**src/common/ccd_consts.svh**
```systemverilog
// offsets, field positions, reset values and timing counts of the clear/direction block
`ifndef CCD_CONSTS_SVH
`define CCD_CONSTS_SVH

// ----------------------------------------
// register byte offsets
// ----------------------------------------
`define CCD_ADDR_CONFIG 8'h00
`define CCD_ADDR_FIRST_THRESHOLD 8'h04
`define CCD_ADDR_SECOND_THRESHOLD 8'h08
`define CCD_ADDR_PRIMARY_COUNT 8'h0C
`define CCD_ADDR_CYCLE_COUNT 8'h10
`define CCD_ADDR_TOTAL_COUNT 8'h14
`define CCD_ADDR_STATUS 8'h18

// ----------------------------------------
// config word fields
// ----------------------------------------
`define CCD_CFG_AUTO_ZERO 0
`define CCD_CFG_SEGMENT 1
`define CCD_CFG_SENSE_REV 2
`define CCD_CFG_PRIMARY_SRC_LO 4
`define CCD_CFG_CYCLE_SRC_LO 6
`define CCD_CFG_TOTAL_SRC_LO 8
`define CCD_CFG_FUNC_A_LO 12
`define CCD_CFG_FUNC_B_LO 16

// ----------------------------------------
// status word fields
// ----------------------------------------
`define CCD_STAT_AGREE 0
`define CCD_STAT_LEVEL_A 1
`define CCD_STAT_LEVEL_B 2
`define CCD_STAT_ARMED 3

// ----------------------------------------
// reset values
// ----------------------------------------
`define CCD_RST_CONFIG 32'h0000_02A0
`define CCD_RST_THRESHOLD 32'h0000_0000
`define CCD_RST_COUNT 32'h0000_0000
`define CCD_ZERO_WORD 32'h0000_0000

// ----------------------------------------
// timing
// ----------------------------------------
`define CCD_MIN_ACTIVE_CYCLES 100000
`define CCD_FILT_CNT_W 20

`endif

```
**src/common/ccd_pkg.sv**
```systemverilog
// types of the clear/direction block
package ccd_pkg;

   // ----------------------------------------
   // selectors
   // ----------------------------------------
   typedef enum logic [1:0] {
      key_only_clear = 2'h0,
      input_only_clear = 2'h1,
      both_clear = 2'h2,
      no_clear = 2'h3
   } ccd_src_type;

   typedef enum logic [3:0] {
      input_off = 4'h0,
      clear_primary = 4'h1,
      clear_cycle = 4'h2,
      clear_primary_and_cycle = 4'h3,
      clear_total = 4'h4,
      clear_primary_and_total = 4'h5,
      clear_cycle_and_total = 4'h6,
      clear_every_counter = 4'h7,
      direction_ctrl = 4'h8
   } ccd_func_type;

   typedef enum logic [1:0] {
      key_idle = 2'b01,
      key_armed = 2'b10
   } ccd_key_type;

   // ----------------------------------------
   // carriers
   // ----------------------------------------
   typedef struct packed {
      logic auto_zero_enable;
      logic segment_mode;
      logic count_sense_reverse;
      ccd_src_type primary_clear_sources;
      ccd_src_type cycle_clear_sources;
      ccd_src_type total_clear_sources;
      ccd_func_type func_a;
      ccd_func_type func_b;
   } ccd_cfg_type;

   typedef struct packed {
      logic [7:0] addr;
      logic [31:0] wdata;
      logic wr;
      logic rd;
   } ccd_bus_type;

   typedef struct packed {
      logic primary;
      logic cycle;
      logic total;
   } ccd_clears_type;

   typedef struct packed {
      logic s1;
      logic s2;
      logic level;
      logic fire;
      logic [19:0] cnt;
   } ccd_filt_type;

   typedef struct packed {
      ccd_cfg_type cfg;
      logic signed [31:0] first_threshold;
      logic signed [31:0] second_threshold;
      logic signed [31:0] primary_count;
      logic signed [31:0] cycle_count;
      logic signed [31:0] total_count;
      ccd_key_type key;
      logic reset_s1;
      logic reset_s2;
      logic reset_prev;
      logic enter_s1;
      logic enter_s2;
      logic enter_prev;
      logic agree;
      ccd_clears_type cleared;
      logic [31:0] rd_data;
   } ccd_state_type;

endpackage

```
**src/hdl/ccd_input_filter.sv**
```systemverilog
// synchroniser and minimum-width qualifier for one programmable input
`timescale 1ns/1ps
`include "ccd_consts.svh"

module ccd_input_filter #(
   parameter int MIN_CYCLES = `CCD_MIN_ACTIVE_CYCLES
) (
   input wire logic i_clock,
   input wire logic i_sys_rst,
   input wire logic i_pin,
   output logic o_level,
   output logic o_fire
);
   import ccd_pkg::*;

   ccd_filt_type st;
   ccd_filt_type next_st;

   if (MIN_CYCLES < 1 || MIN_CYCLES >= (1 << `CCD_FILT_CNT_W) - 1) begin : g_chk
      $error("ccd_input_filter: MIN_CYCLES out of range");
   end

   // ----------------------------------------
   // qualification
   // ----------------------------------------
   always_comb begin
      next_st = st;
      next_st.s1 = i_pin;
      next_st.s2 = st.s1;
      next_st.fire = 1'b0;
      if (!st.s2) begin
         next_st.cnt = '0;
         next_st.level = 1'b0;
      end else if (st.cnt < `CCD_FILT_CNT_W'(MIN_CYCLES)) begin
         next_st.cnt = st.cnt + 1'b1;
      end else if (!st.level) begin
         // one pulse per assertion
         next_st.level = 1'b1;
         next_st.fire = 1'b1;
      end
   end

   always_ff @(posedge i_clock or posedge i_sys_rst) begin
      if (i_sys_rst) begin
         st <= '0;
      end else begin
         st <= next_st;
      end
   end

   assign o_level = st.level;
   assign o_fire = st.fire;
endmodule

```
**src/hdl/ccd_clear_ctrl.sv**
```systemverilog
// counter clearing and counting-direction control with its register port
//
// Contract
// - standard mode: auto-zero clears primary at first threshold
// - segment mode: auto-zero clears cycles at second threshold
// - segment mode: primary auto-zero always on
// - auto-zero setting is a single on/off bit
// - three clear-source selectors, four choices each
// - key-only: reset key then enter confirms clear
// - input clear after active level over 1 ms
// - input-only choice ignores front-panel key
// - both choice accepts key and input clears
// - none choice ignores key and input
// - remote write of zero clears unless none
// - each programmable input has function selector
// - input clears need input enabled in selector
// - direction is xnor of two direction inputs (or the one input) xored with sense
// - two direction inputs: equal agrees when forward
// - one direction input: active agrees when forward
// - count sense forward follows phase, reverse opposes
//
// Design decisions made here: strobed register access and the placing of the registers.
`timescale 1ns/1ps
`include "ccd_consts.svh"

module ccd_clear_ctrl #(
   parameter int MIN_ACTIVE_CYCLES = `CCD_MIN_ACTIVE_CYCLES
) (
   input wire logic i_clock,
   input wire logic i_sys_rst,
   input wire ccd_pkg::ccd_bus_type i_bus,
   output logic [31:0] o_rd_data,
   input wire logic i_step,
   input wire logic i_step_fwd,
   input wire logic i_reset_key,
   input wire logic i_enter_key,
   input wire logic i_prog_input_a,
   input wire logic i_prog_input_b,
   output logic signed [31:0] o_primary_count,
   output logic signed [31:0] o_cycle_count,
   output logic signed [31:0] o_total_count,
   output logic o_count_agree,
   output ccd_pkg::ccd_clears_type o_cleared
);
   import ccd_pkg::*;

   ccd_state_type st;
   ccd_state_type next_st;
   logic level_a;
   logic level_b;
   logic fire_a;
   logic fire_b;

   if (MIN_ACTIVE_CYCLES < 1) begin : g_chk
      $error("ccd_clear_ctrl: MIN_ACTIVE_CYCLES must be positive");
   end

   // ----------------------------------------
   // programmable input qualifiers
   // ----------------------------------------
   ccd_input_filter #(
      .MIN_CYCLES(MIN_ACTIVE_CYCLES)
   ) u_filter_a (
      .i_clock(i_clock),
      .i_sys_rst(i_sys_rst),
      .i_pin(i_prog_input_a),
      .o_level(level_a),
      .o_fire(fire_a)
   );

   ccd_input_filter #(
      .MIN_CYCLES(MIN_ACTIVE_CYCLES)
   ) u_filter_b (
      .i_clock(i_clock),
      .i_sys_rst(i_sys_rst),
      .i_pin(i_prog_input_b),
      .o_level(level_b),
      .o_fire(fire_b)
   );

   // ----------------------------------------
   // helpers
   // ----------------------------------------
   // unknown function codes fall back to an idle input
   function automatic ccd_func_type to_func(input logic [3:0] code);
      ccd_func_type f;
      f = input_off;
      if (code <= 4'h8) begin
         f = ccd_func_type'(code);
      end
      return f;
   endfunction

   function automatic ccd_cfg_type cfg_from_word(input logic [31:0] w);
      ccd_cfg_type c;
      c.auto_zero_enable = w[`CCD_CFG_AUTO_ZERO];
      c.segment_mode = w[`CCD_CFG_SEGMENT];
      c.count_sense_reverse = w[`CCD_CFG_SENSE_REV];
      c.primary_clear_sources = ccd_src_type'(w[`CCD_CFG_PRIMARY_SRC_LO +: 2]);
      c.cycle_clear_sources = ccd_src_type'(w[`CCD_CFG_CYCLE_SRC_LO +: 2]);
      c.total_clear_sources = ccd_src_type'(w[`CCD_CFG_TOTAL_SRC_LO +: 2]);
      c.func_a = to_func(w[`CCD_CFG_FUNC_A_LO +: 4]);
      c.func_b = to_func(w[`CCD_CFG_FUNC_B_LO +: 4]);
      return c;
   endfunction

   function automatic logic [31:0] cfg_to_word(input ccd_cfg_type c);
      logic [31:0] w;
      w = `CCD_ZERO_WORD;
      w[`CCD_CFG_AUTO_ZERO] = c.auto_zero_enable;
      w[`CCD_CFG_SEGMENT] = c.segment_mode;
      w[`CCD_CFG_SENSE_REV] = c.count_sense_reverse;
      w[`CCD_CFG_PRIMARY_SRC_LO +: 2] = c.primary_clear_sources;
      w[`CCD_CFG_CYCLE_SRC_LO +: 2] = c.cycle_clear_sources;
      w[`CCD_CFG_TOTAL_SRC_LO +: 2] = c.total_clear_sources;
      w[`CCD_CFG_FUNC_A_LO +: 4] = c.func_a;
      w[`CCD_CFG_FUNC_B_LO +: 4] = c.func_b;
      return w;
   endfunction

   // which counters a clearing input function names
   function automatic ccd_clears_type func_targets(input ccd_func_type f);
      ccd_clears_type t;
      t = '0;
      case (f)
         clear_primary: begin
            t.primary = 1'b1;
         end
         clear_cycle: begin
            t.cycle = 1'b1;
         end
         clear_primary_and_cycle: begin
            t.primary = 1'b1;
            t.cycle = 1'b1;
         end
         clear_total: begin
            t.total = 1'b1;
         end
         clear_primary_and_total: begin
            t.primary = 1'b1;
            t.total = 1'b1;
         end
         clear_cycle_and_total: begin
            t.cycle = 1'b1;
            t.total = 1'b1;
         end
         clear_every_counter: begin
            t = '1;
         end
         default: begin
            t = '0;
         end
      endcase
      return t;
   endfunction

   function automatic logic key_allowed(input ccd_src_type s);
      return (s == key_only_clear) || (s == both_clear);
   endfunction

   function automatic logic input_allowed(input ccd_src_type s);
      return (s == input_only_clear) || (s == both_clear);
   endfunction

   // one clear per counter however many sources ask
   function automatic logic clear_wanted(input ccd_src_type s, input logic key_req,
                                         input logic in_req, input logic remote_req);
      return (key_req && key_allowed(s))
          || (in_req && input_allowed(s))
          || (remote_req && (s != no_clear));
   endfunction

   // 1 means counting with the quadrature phase
   function automatic logic agree_dir(input ccd_cfg_type c, input logic la, input logic lb);
      logic dir_a;
      logic dir_b;
      logic agree;
      dir_a = (c.func_a == direction_ctrl);
      dir_b = (c.func_b == direction_ctrl);
      if (dir_a && dir_b) begin
         agree = ~(la ^ lb);
      end else if (dir_a) begin
         agree = la;
      end else if (dir_b) begin
         agree = lb;
      end else begin
         agree = 1'b1;
      end
      return agree ^ c.count_sense_reverse;
   endfunction

   function automatic logic signed [31:0] step_value(input logic signed [31:0] v,
                                                     input logic up);
      return up ? v + 32'sd1 : v - 32'sd1;
   endfunction

   // ----------------------------------------
   // next state
   // ----------------------------------------
   always_comb begin
      logic reset_rise;
      logic enter_rise;
      logic key_confirm;
      logic up;
      logic auto_primary;
      logic auto_cycle;
      logic cycle_step;
      ccd_clears_type in_req;
      ccd_clears_type remote_req;
      ccd_clears_type clr;

      reset_rise = 1'b0;
      enter_rise = 1'b0;
      key_confirm = 1'b0;
      up = 1'b0;
      auto_primary = 1'b0;
      auto_cycle = 1'b0;
      cycle_step = 1'b0;
      in_req = '0;
      remote_req = '0;
      clr = '0;
      next_st = st;

      // key synchronisers; edges taken from the second stage only
      next_st.reset_s1 = i_reset_key;
      next_st.reset_s2 = st.reset_s1;
      next_st.reset_prev = st.reset_s2;
      next_st.enter_s1 = i_enter_key;
      next_st.enter_s2 = st.enter_s1;
      next_st.enter_prev = st.enter_s2;
      reset_rise = st.reset_s2 && !st.reset_prev;
      enter_rise = st.enter_s2 && !st.enter_prev;

      // reset key only arms; nothing clears until enter confirms
      case (st.key)
         key_idle: begin
            if (reset_rise) begin
               next_st.key = key_armed;
            end
         end
         key_armed: begin
            if (enter_rise) begin
               key_confirm = 1'b1;
               next_st.key = key_idle;
            end
         end
         default: begin
            next_st.key = key_idle;
         end
      endcase

      // clearing inputs
      if (fire_a) begin
         in_req = in_req | func_targets(st.cfg.func_a);
      end
      if (fire_b) begin
         in_req = in_req | func_targets(st.cfg.func_b);
      end

      // remote zeroing: only a zero word clears, other values are ignored
      if (i_bus.wr && (i_bus.wdata == `CCD_ZERO_WORD)) begin
         remote_req.primary = (i_bus.addr == `CCD_ADDR_PRIMARY_COUNT);
         remote_req.cycle = (i_bus.addr == `CCD_ADDR_CYCLE_COUNT);
         remote_req.total = (i_bus.addr == `CCD_ADDR_TOTAL_COUNT);
      end

      // automatic zeroing on threshold match
      auto_primary = (st.cfg.segment_mode || st.cfg.auto_zero_enable)
         && (st.primary_count == st.first_threshold);
      auto_cycle = st.cfg.segment_mode && st.cfg.auto_zero_enable
         && (st.cycle_count == st.second_threshold);

      clr.primary = auto_primary
         || clear_wanted(st.cfg.primary_clear_sources, key_confirm,
                         in_req.primary, remote_req.primary);
      clr.cycle = auto_cycle
         || clear_wanted(st.cfg.cycle_clear_sources, key_confirm,
                         in_req.cycle, remote_req.cycle);
      clr.total = clear_wanted(st.cfg.total_clear_sources, key_confirm,
                               in_req.total, remote_req.total);

      // direction
      next_st.agree = agree_dir(st.cfg, level_a, level_b);
      up = ~(i_step_fwd ^ st.agree);

      // counters: a clear wins over a step in the same cycle
      if (clr.primary) begin
         next_st.primary_count = `CCD_RST_COUNT;
      end else if (i_step) begin
         next_st.primary_count = step_value(st.primary_count, up);
      end

      // standard mode counts automatic primary wraps; segment mode counts length
      cycle_step = st.cfg.segment_mode ? i_step : auto_primary;
      if (clr.cycle) begin
         next_st.cycle_count = `CCD_RST_COUNT;
      end else if (cycle_step) begin
         next_st.cycle_count = step_value(st.cycle_count, st.cfg.segment_mode ? up : 1'b1);
      end

      if (clr.total) begin
         next_st.total_count = `CCD_RST_COUNT;
      end else if (i_step) begin
         next_st.total_count = step_value(st.total_count, up);
      end
      next_st.cleared = clr;

      // register writes
      if (i_bus.wr) begin
         case (i_bus.addr)
            `CCD_ADDR_CONFIG: begin
               next_st.cfg = cfg_from_word(i_bus.wdata);
            end
            `CCD_ADDR_FIRST_THRESHOLD: begin
               next_st.first_threshold = i_bus.wdata;
            end
            `CCD_ADDR_SECOND_THRESHOLD: begin
               next_st.second_threshold = i_bus.wdata;
            end
            default: begin
            end
         endcase
      end

      // read data stands for exactly one cycle
      next_st.rd_data = `CCD_ZERO_WORD;
      if (i_bus.rd) begin
         case (i_bus.addr)
            `CCD_ADDR_CONFIG: begin
               next_st.rd_data = cfg_to_word(st.cfg);
            end
            `CCD_ADDR_FIRST_THRESHOLD: begin
               next_st.rd_data = st.first_threshold;
            end
            `CCD_ADDR_SECOND_THRESHOLD: begin
               next_st.rd_data = st.second_threshold;
            end
            `CCD_ADDR_PRIMARY_COUNT: begin
               next_st.rd_data = st.primary_count;
            end
            `CCD_ADDR_CYCLE_COUNT: begin
               next_st.rd_data = st.cycle_count;
            end
            `CCD_ADDR_TOTAL_COUNT: begin
               next_st.rd_data = st.total_count;
            end
            `CCD_ADDR_STATUS: begin
               next_st.rd_data[`CCD_STAT_AGREE] = st.agree;
               next_st.rd_data[`CCD_STAT_LEVEL_A] = level_a;
               next_st.rd_data[`CCD_STAT_LEVEL_B] = level_b;
               next_st.rd_data[`CCD_STAT_ARMED] = (st.key == key_armed);
            end
            default: begin
               next_st.rd_data = `CCD_ZERO_WORD;
            end
         endcase
      end
   end

   // ----------------------------------------
   // state register
   // ----------------------------------------
   always_ff @(posedge i_clock or posedge i_sys_rst) begin
      if (i_sys_rst) begin
         st <= '0;
         st.cfg <= cfg_from_word(`CCD_RST_CONFIG);
         st.first_threshold <= `CCD_RST_THRESHOLD;
         st.second_threshold <= `CCD_RST_THRESHOLD;
         st.key <= key_idle;
         st.agree <= 1'b1;
      end else begin
         st <= next_st;
      end
   end

   // ----------------------------------------
   // outputs
   // ----------------------------------------
   assign o_rd_data = st.rd_data;
   assign o_primary_count = st.primary_count;
   assign o_cycle_count = st.cycle_count;
   assign o_total_count = st.total_count;
   assign o_count_agree = st.agree;
   assign o_cleared = st.cleared;
endmodule

```
**config.mk**
```make
export PLATFORM = sky130hd
export DESIGN_NAME = ccd_clear_ctrl
export DESIGN_NICKNAME = d
export VERILOG_FILES = /design/src/common/ccd_pkg.sv /design/src/hdl/ccd_input_filter.sv /design/src/hdl/ccd_clear_ctrl.sv
export VERILOG_INCLUDE_DIRS = /design/src /design/src/common
export SDC_FILE = /design/constraint.sdc
export NUM_CORES = 1
export LEC_CHECK = 0
export BUFFER_PORTS_ARGS = -buffer_cell sky130_fd_sc_hd__buf_4
export CORE_ASPECT_RATIO = 1.2
export CORE_UTILIZATION = 45
export DETAILED_ROUTE_END_ITERATION = 10
export PLACE_DENSITY_LB_ADDON = 0.1
export SYNTH_ARGS = -nofsm -noshare
export SYNTH_HDL_FRONTEND = slang
export SYNTH_SLANG_ARGS = --single-unit
```
**constraint.sdc**
```tcl
create_clock -name i_clock -period 14.65 [get_ports i_clock]
set_input_delay 4.395 -clock i_clock [delete_from_list [all_inputs] [get_ports i_clock]]
set_output_delay 4.395 -clock i_clock [all_outputs]
set_load 0.05 [all_outputs]
```
==> results.sh <==
export IMPL_cts_buffers=29
export IMPL_crit_path_end_kind="flip-flop"
export IMPL_synth_top_cell_area_share_pct=36.7
export IMPL_grt_max_degree=135
export IMPL_power_density_nw_per_um2=180
export IMPL_worstSetupPathType="in -> reg"
export IMPL_clock_sinks=269
export IMPL_core_area_um2=39100
export IMPL_synthFlopType="dfrtp_1"
export IMPL_status="complete, no violations"
export IMPL_cp_slowest_cell="buf_4"
export IMPL_async_flop_share_pct=100
export IMPL_cp_top_family="compound AO/OA/AOI/OAI gates"
export IMPL_place_hpwl_um=41300
export IMPL_yosysSeqAreaShare_pct=37.4
export IMPL_dr_pass1_iters=6
export IMPL_drv_slew=0
export IMPL_vias=14810
export IMPL_rsz0062_at_grt="false"
export IMPL_synth_most_common_cell="dfrtp_1"
export IMPL_hold_viol=0
export IMPL_grt_overflow=0
export IMPL_cts_resized=0
export IMPL_yosysWarnings=0
export IMPL_fin_nets=2036
export IMPL_fp_row_count=79
export IMPL_instances_no_fill=2457
export IMPL_synth_enable_flop_cells=0
export IMPL_routed_wirelength_um=57100
export IMPL_fin_util_pct=50.6
export IMPL_worst_pin_slew_ns=1.02
export IMPL_die_w_um=185
export IMPL_yosys_top_cells_area="dfrtp_1, buf_4, ha_1, xnor2_1, mux2_2"
export IMPL_syn_area_per_cell_um2=9.43
export IMPL_start_kind="input port"
export IMPL_htree_levels=1
export IMPL_synthCells=1909
export IMPL_peakVddDrop_uv=153
export IMPL_drc=0
export IMPL_total_power_w=0.00355
export IMPL_worstPathRequired_ns=15.11
export IMPL_p_leak_nw=9.05
export IMPL_grt_pass1_wl_um=87000
export IMPL_clk_transition_reported_paths_ns=0.07
export IMPL_post_cts_buffers=0
export IMPL_worstPathCellList="buf_4, xnor2_2, inv_2, buf_4, nand2_2, xnor2_1, ha_1, or4_1, nor4_1, o22ai_1, o21ai_0, a21oi_1, nor3_1, o21ai_0, xor2_1, nor2_1"
export IMPL_yosys_register_bits=269
export IMPL_crit_fanout=39
export IMPL_setup_tns_ns=0
export IMPL_cpPeakStageDelay_ns=0.57
export IMPL_grt_antenna_before_repair=0
export IMPL_port_buffers=181
export IMPL_dp_cells=2403
export IMPL_drive_above_1_share_pct=18.3
export IMPL_synthTopCellsByCount="dfrtp_1, nor2_1, buf_4"
export IMPL_initial_utilization_pct=46.0
export IMPL_synth_nets=2037
export IMPL_setup_viol=0
export IMPL_pin_count=182
export IMPL_track_usage_pct=27.9
export IMPL_ys_types=83
export IMPL_min_path_type="reg -> reg"
export IMPL_area_growth_pct=9.94
export IMPL_drtAntennaViolNets=0
export IMPL_die_h_um=221
export IMPL_slew_headroom_pct=31.9
export IMPL_cts_root_buf="clkbuf_16"
export IMPL_crit_buf_inv=3
export IMPL_wire_per_inst_um=23.2
export IMPL_vias_per_cell=6.03
export IMPL_min_period_over_period_pct=58.3
export IMPL_fmax_mhz=117
export IMPL_gp_congestion=0.958
export IMPL_grt_pass1_vias=14154
export IMPL_clk_latency_ns=0.60
export IMPL_cts_buffer_depth=3
export IMPL_n_fill_cell=3756
export IMPL_cap_violations=0
export IMPL_tritoncts="yes"
export IMPL_crit_arrival_ns=9.00
export IMPL_insertedDiodeCount=0
export IMPL_yosys_area_top_type="dfrtp_1"
export IMPL_min_period_ns=8.54
export IMPL_syn_area_um2=18000
export IMPL_postCtsHoldBufs=0
export IMPL_first_iter_violations=1601
export IMPL_die_area_um2=40800
export IMPL_clock_skew_ns=0.0227
[metrics by stage]
stage	cell area, um2	setup slack [ns]	hold slack (ns)
2_1_floorplan	18000	2.85	0.331
3_3_place_gp	18800	5.70	0.334
3_5_place_dp	18800	5.62	0.335
4_1_cts	19800	6.22	0.349
5_1_grt	19800	5.78	0.354
6_report	19800	6.11	0.348
[worst register-to-register path, cell delays in order, from the launching register on]
cell,delay (ns)
dfstp_2,0.60
xnor2_2,0.22
inv_2,0.56
buf_4,0.57
nand2_2,0.52
xnor2_1,0.29
ha_1,0.31
or4_1,0.19
nor4_1,0.05
o22ai_1,0.42
o21ai_0,0.17
a21oi_1,0.53
nor3_1,0.10
o21ai_0,0.25
xor2_1,0.18
nor2_1,0.05
[kinds of logic after synthesis]
kind of cell | after synthesis | share of synthesized area (%)
AO/OA/AOI/OAI | 398 | 15.3
XOR/XNOR | 173 | 8.46
adder cells (fa/ha/maj) | 78 | 5.50
flip-flops | 269 | 37.4
AND/OR/NAND/NOR | 572 | 16.3
buffers and inverters | 277 | 8.67
multiplexers | 142 | 8.42
[per-layer routing]
metal  wire, um  part of all wire (%)  track usage, %
met2      26600                    47            44.6
met3       3950                   6.9            3.93
met5          0                     0               0
met1      24500                    43            38.2
met4       2040                   3.6            10.6
[flip-flops by register name, indices dropped and copies added (netlist names), 3 cells and up]
register,cells
o_total_count,32
st,85
o_primary_count,32
o_cycle_count,32
o_cleared,3
next_st,4
o_rd_data,32
u_filter_a.st,21
u_filter_b.st,21
[report_power, final]
group          leakage [nW]  switching, W  internal, W
logic                  5.02       0.00103     0.000628
clock network         0.474      0.000327     0.000447
registers              3.55      0.000271     0.000854
[area by class of cell]
type | count | area, um2 | share of cell area, %
clock buffers | 44 | 832 | 4.20
clock inverters | 10 | 149 | 0.752
inverters | 47 | 184 | 0.929
multi-input cells | 1363 | 9750 | 49.2
flip-flops and latches | 269 | 6740 | 34.0
well taps | 526 | 658 | 3.32
repair buffers | 198 | 1490 | 7.51
[layout by cell type (no fill, tap or decap), drive strengths merged, types with 10 or more instances in the layout]
cell type | Yosys | layout
a21oi | 90 | 90
o21ai | 65 | 65
nand2b | 21 | 21
or3 | 10 | 10
buf | 158 | 198
nor2b | 17 | 17
xnor2 | 105 | 105
a21boi | 25 | 25
nand2 | 115 | 115
inv | 46 | 48
a31oi | 13 | 13
or4 | 10 | 10
o21bai | 11 | 11
and2 | 36 | 36
mux2 | 76 | 76
a222oi | 17 | 17
dfrtp | 264 | 264
a211oi | 14 | 14
a21o | 23 | 23
nor3b | 15 | 15
nor3 | 32 | 32
o211ai | 12 | 12
a22oi | 27 | 27
o21a | 17 | 17
xor2 | 68 | 68
mux2i | 66 | 66
nor2 | 158 | 158
ha | 76 | 76
and3 | 19 | 19
nand3 | 48 | 48
nand4 | 38 | 38
clkbuf | 72 | 44
a221oi | 19 | 19
nor4 | 28 | 28
[worst paths after layout]
path / from / to / slack [ns] / cells past startpoint
worst max-delay path: i_step_fwd / o_cycle_count[20]$_DFFE_PP0P_ / 6.11 / 16
worst min-delay path: u_filter_b.next_st[22]$_DFF_PP0_ / u_filter_b.st[22]$_DFF_PP0_ / 0.35 / 0
worst max register to register: o_count_agree$_DFF_PP1_ / o_cycle_count[20]$_DFFE_PP0P_ / 9.50 / 15
worst min register to register: u_filter_b.next_st[22]$_DFF_PP0_ / u_filter_b.st[22]$_DFF_PP0_ / 0.35 / 0
max in group asynchronous: i_sys_rst / o_total_count[26]$_DFFE_PP0P_ / 9.06 / 3
min in group asynchronous: i_sys_rst / u_filter_b.st[7]$_DFFE_PP0N_ / 3.98 / 2
Power figures use the tool's default switching activity.
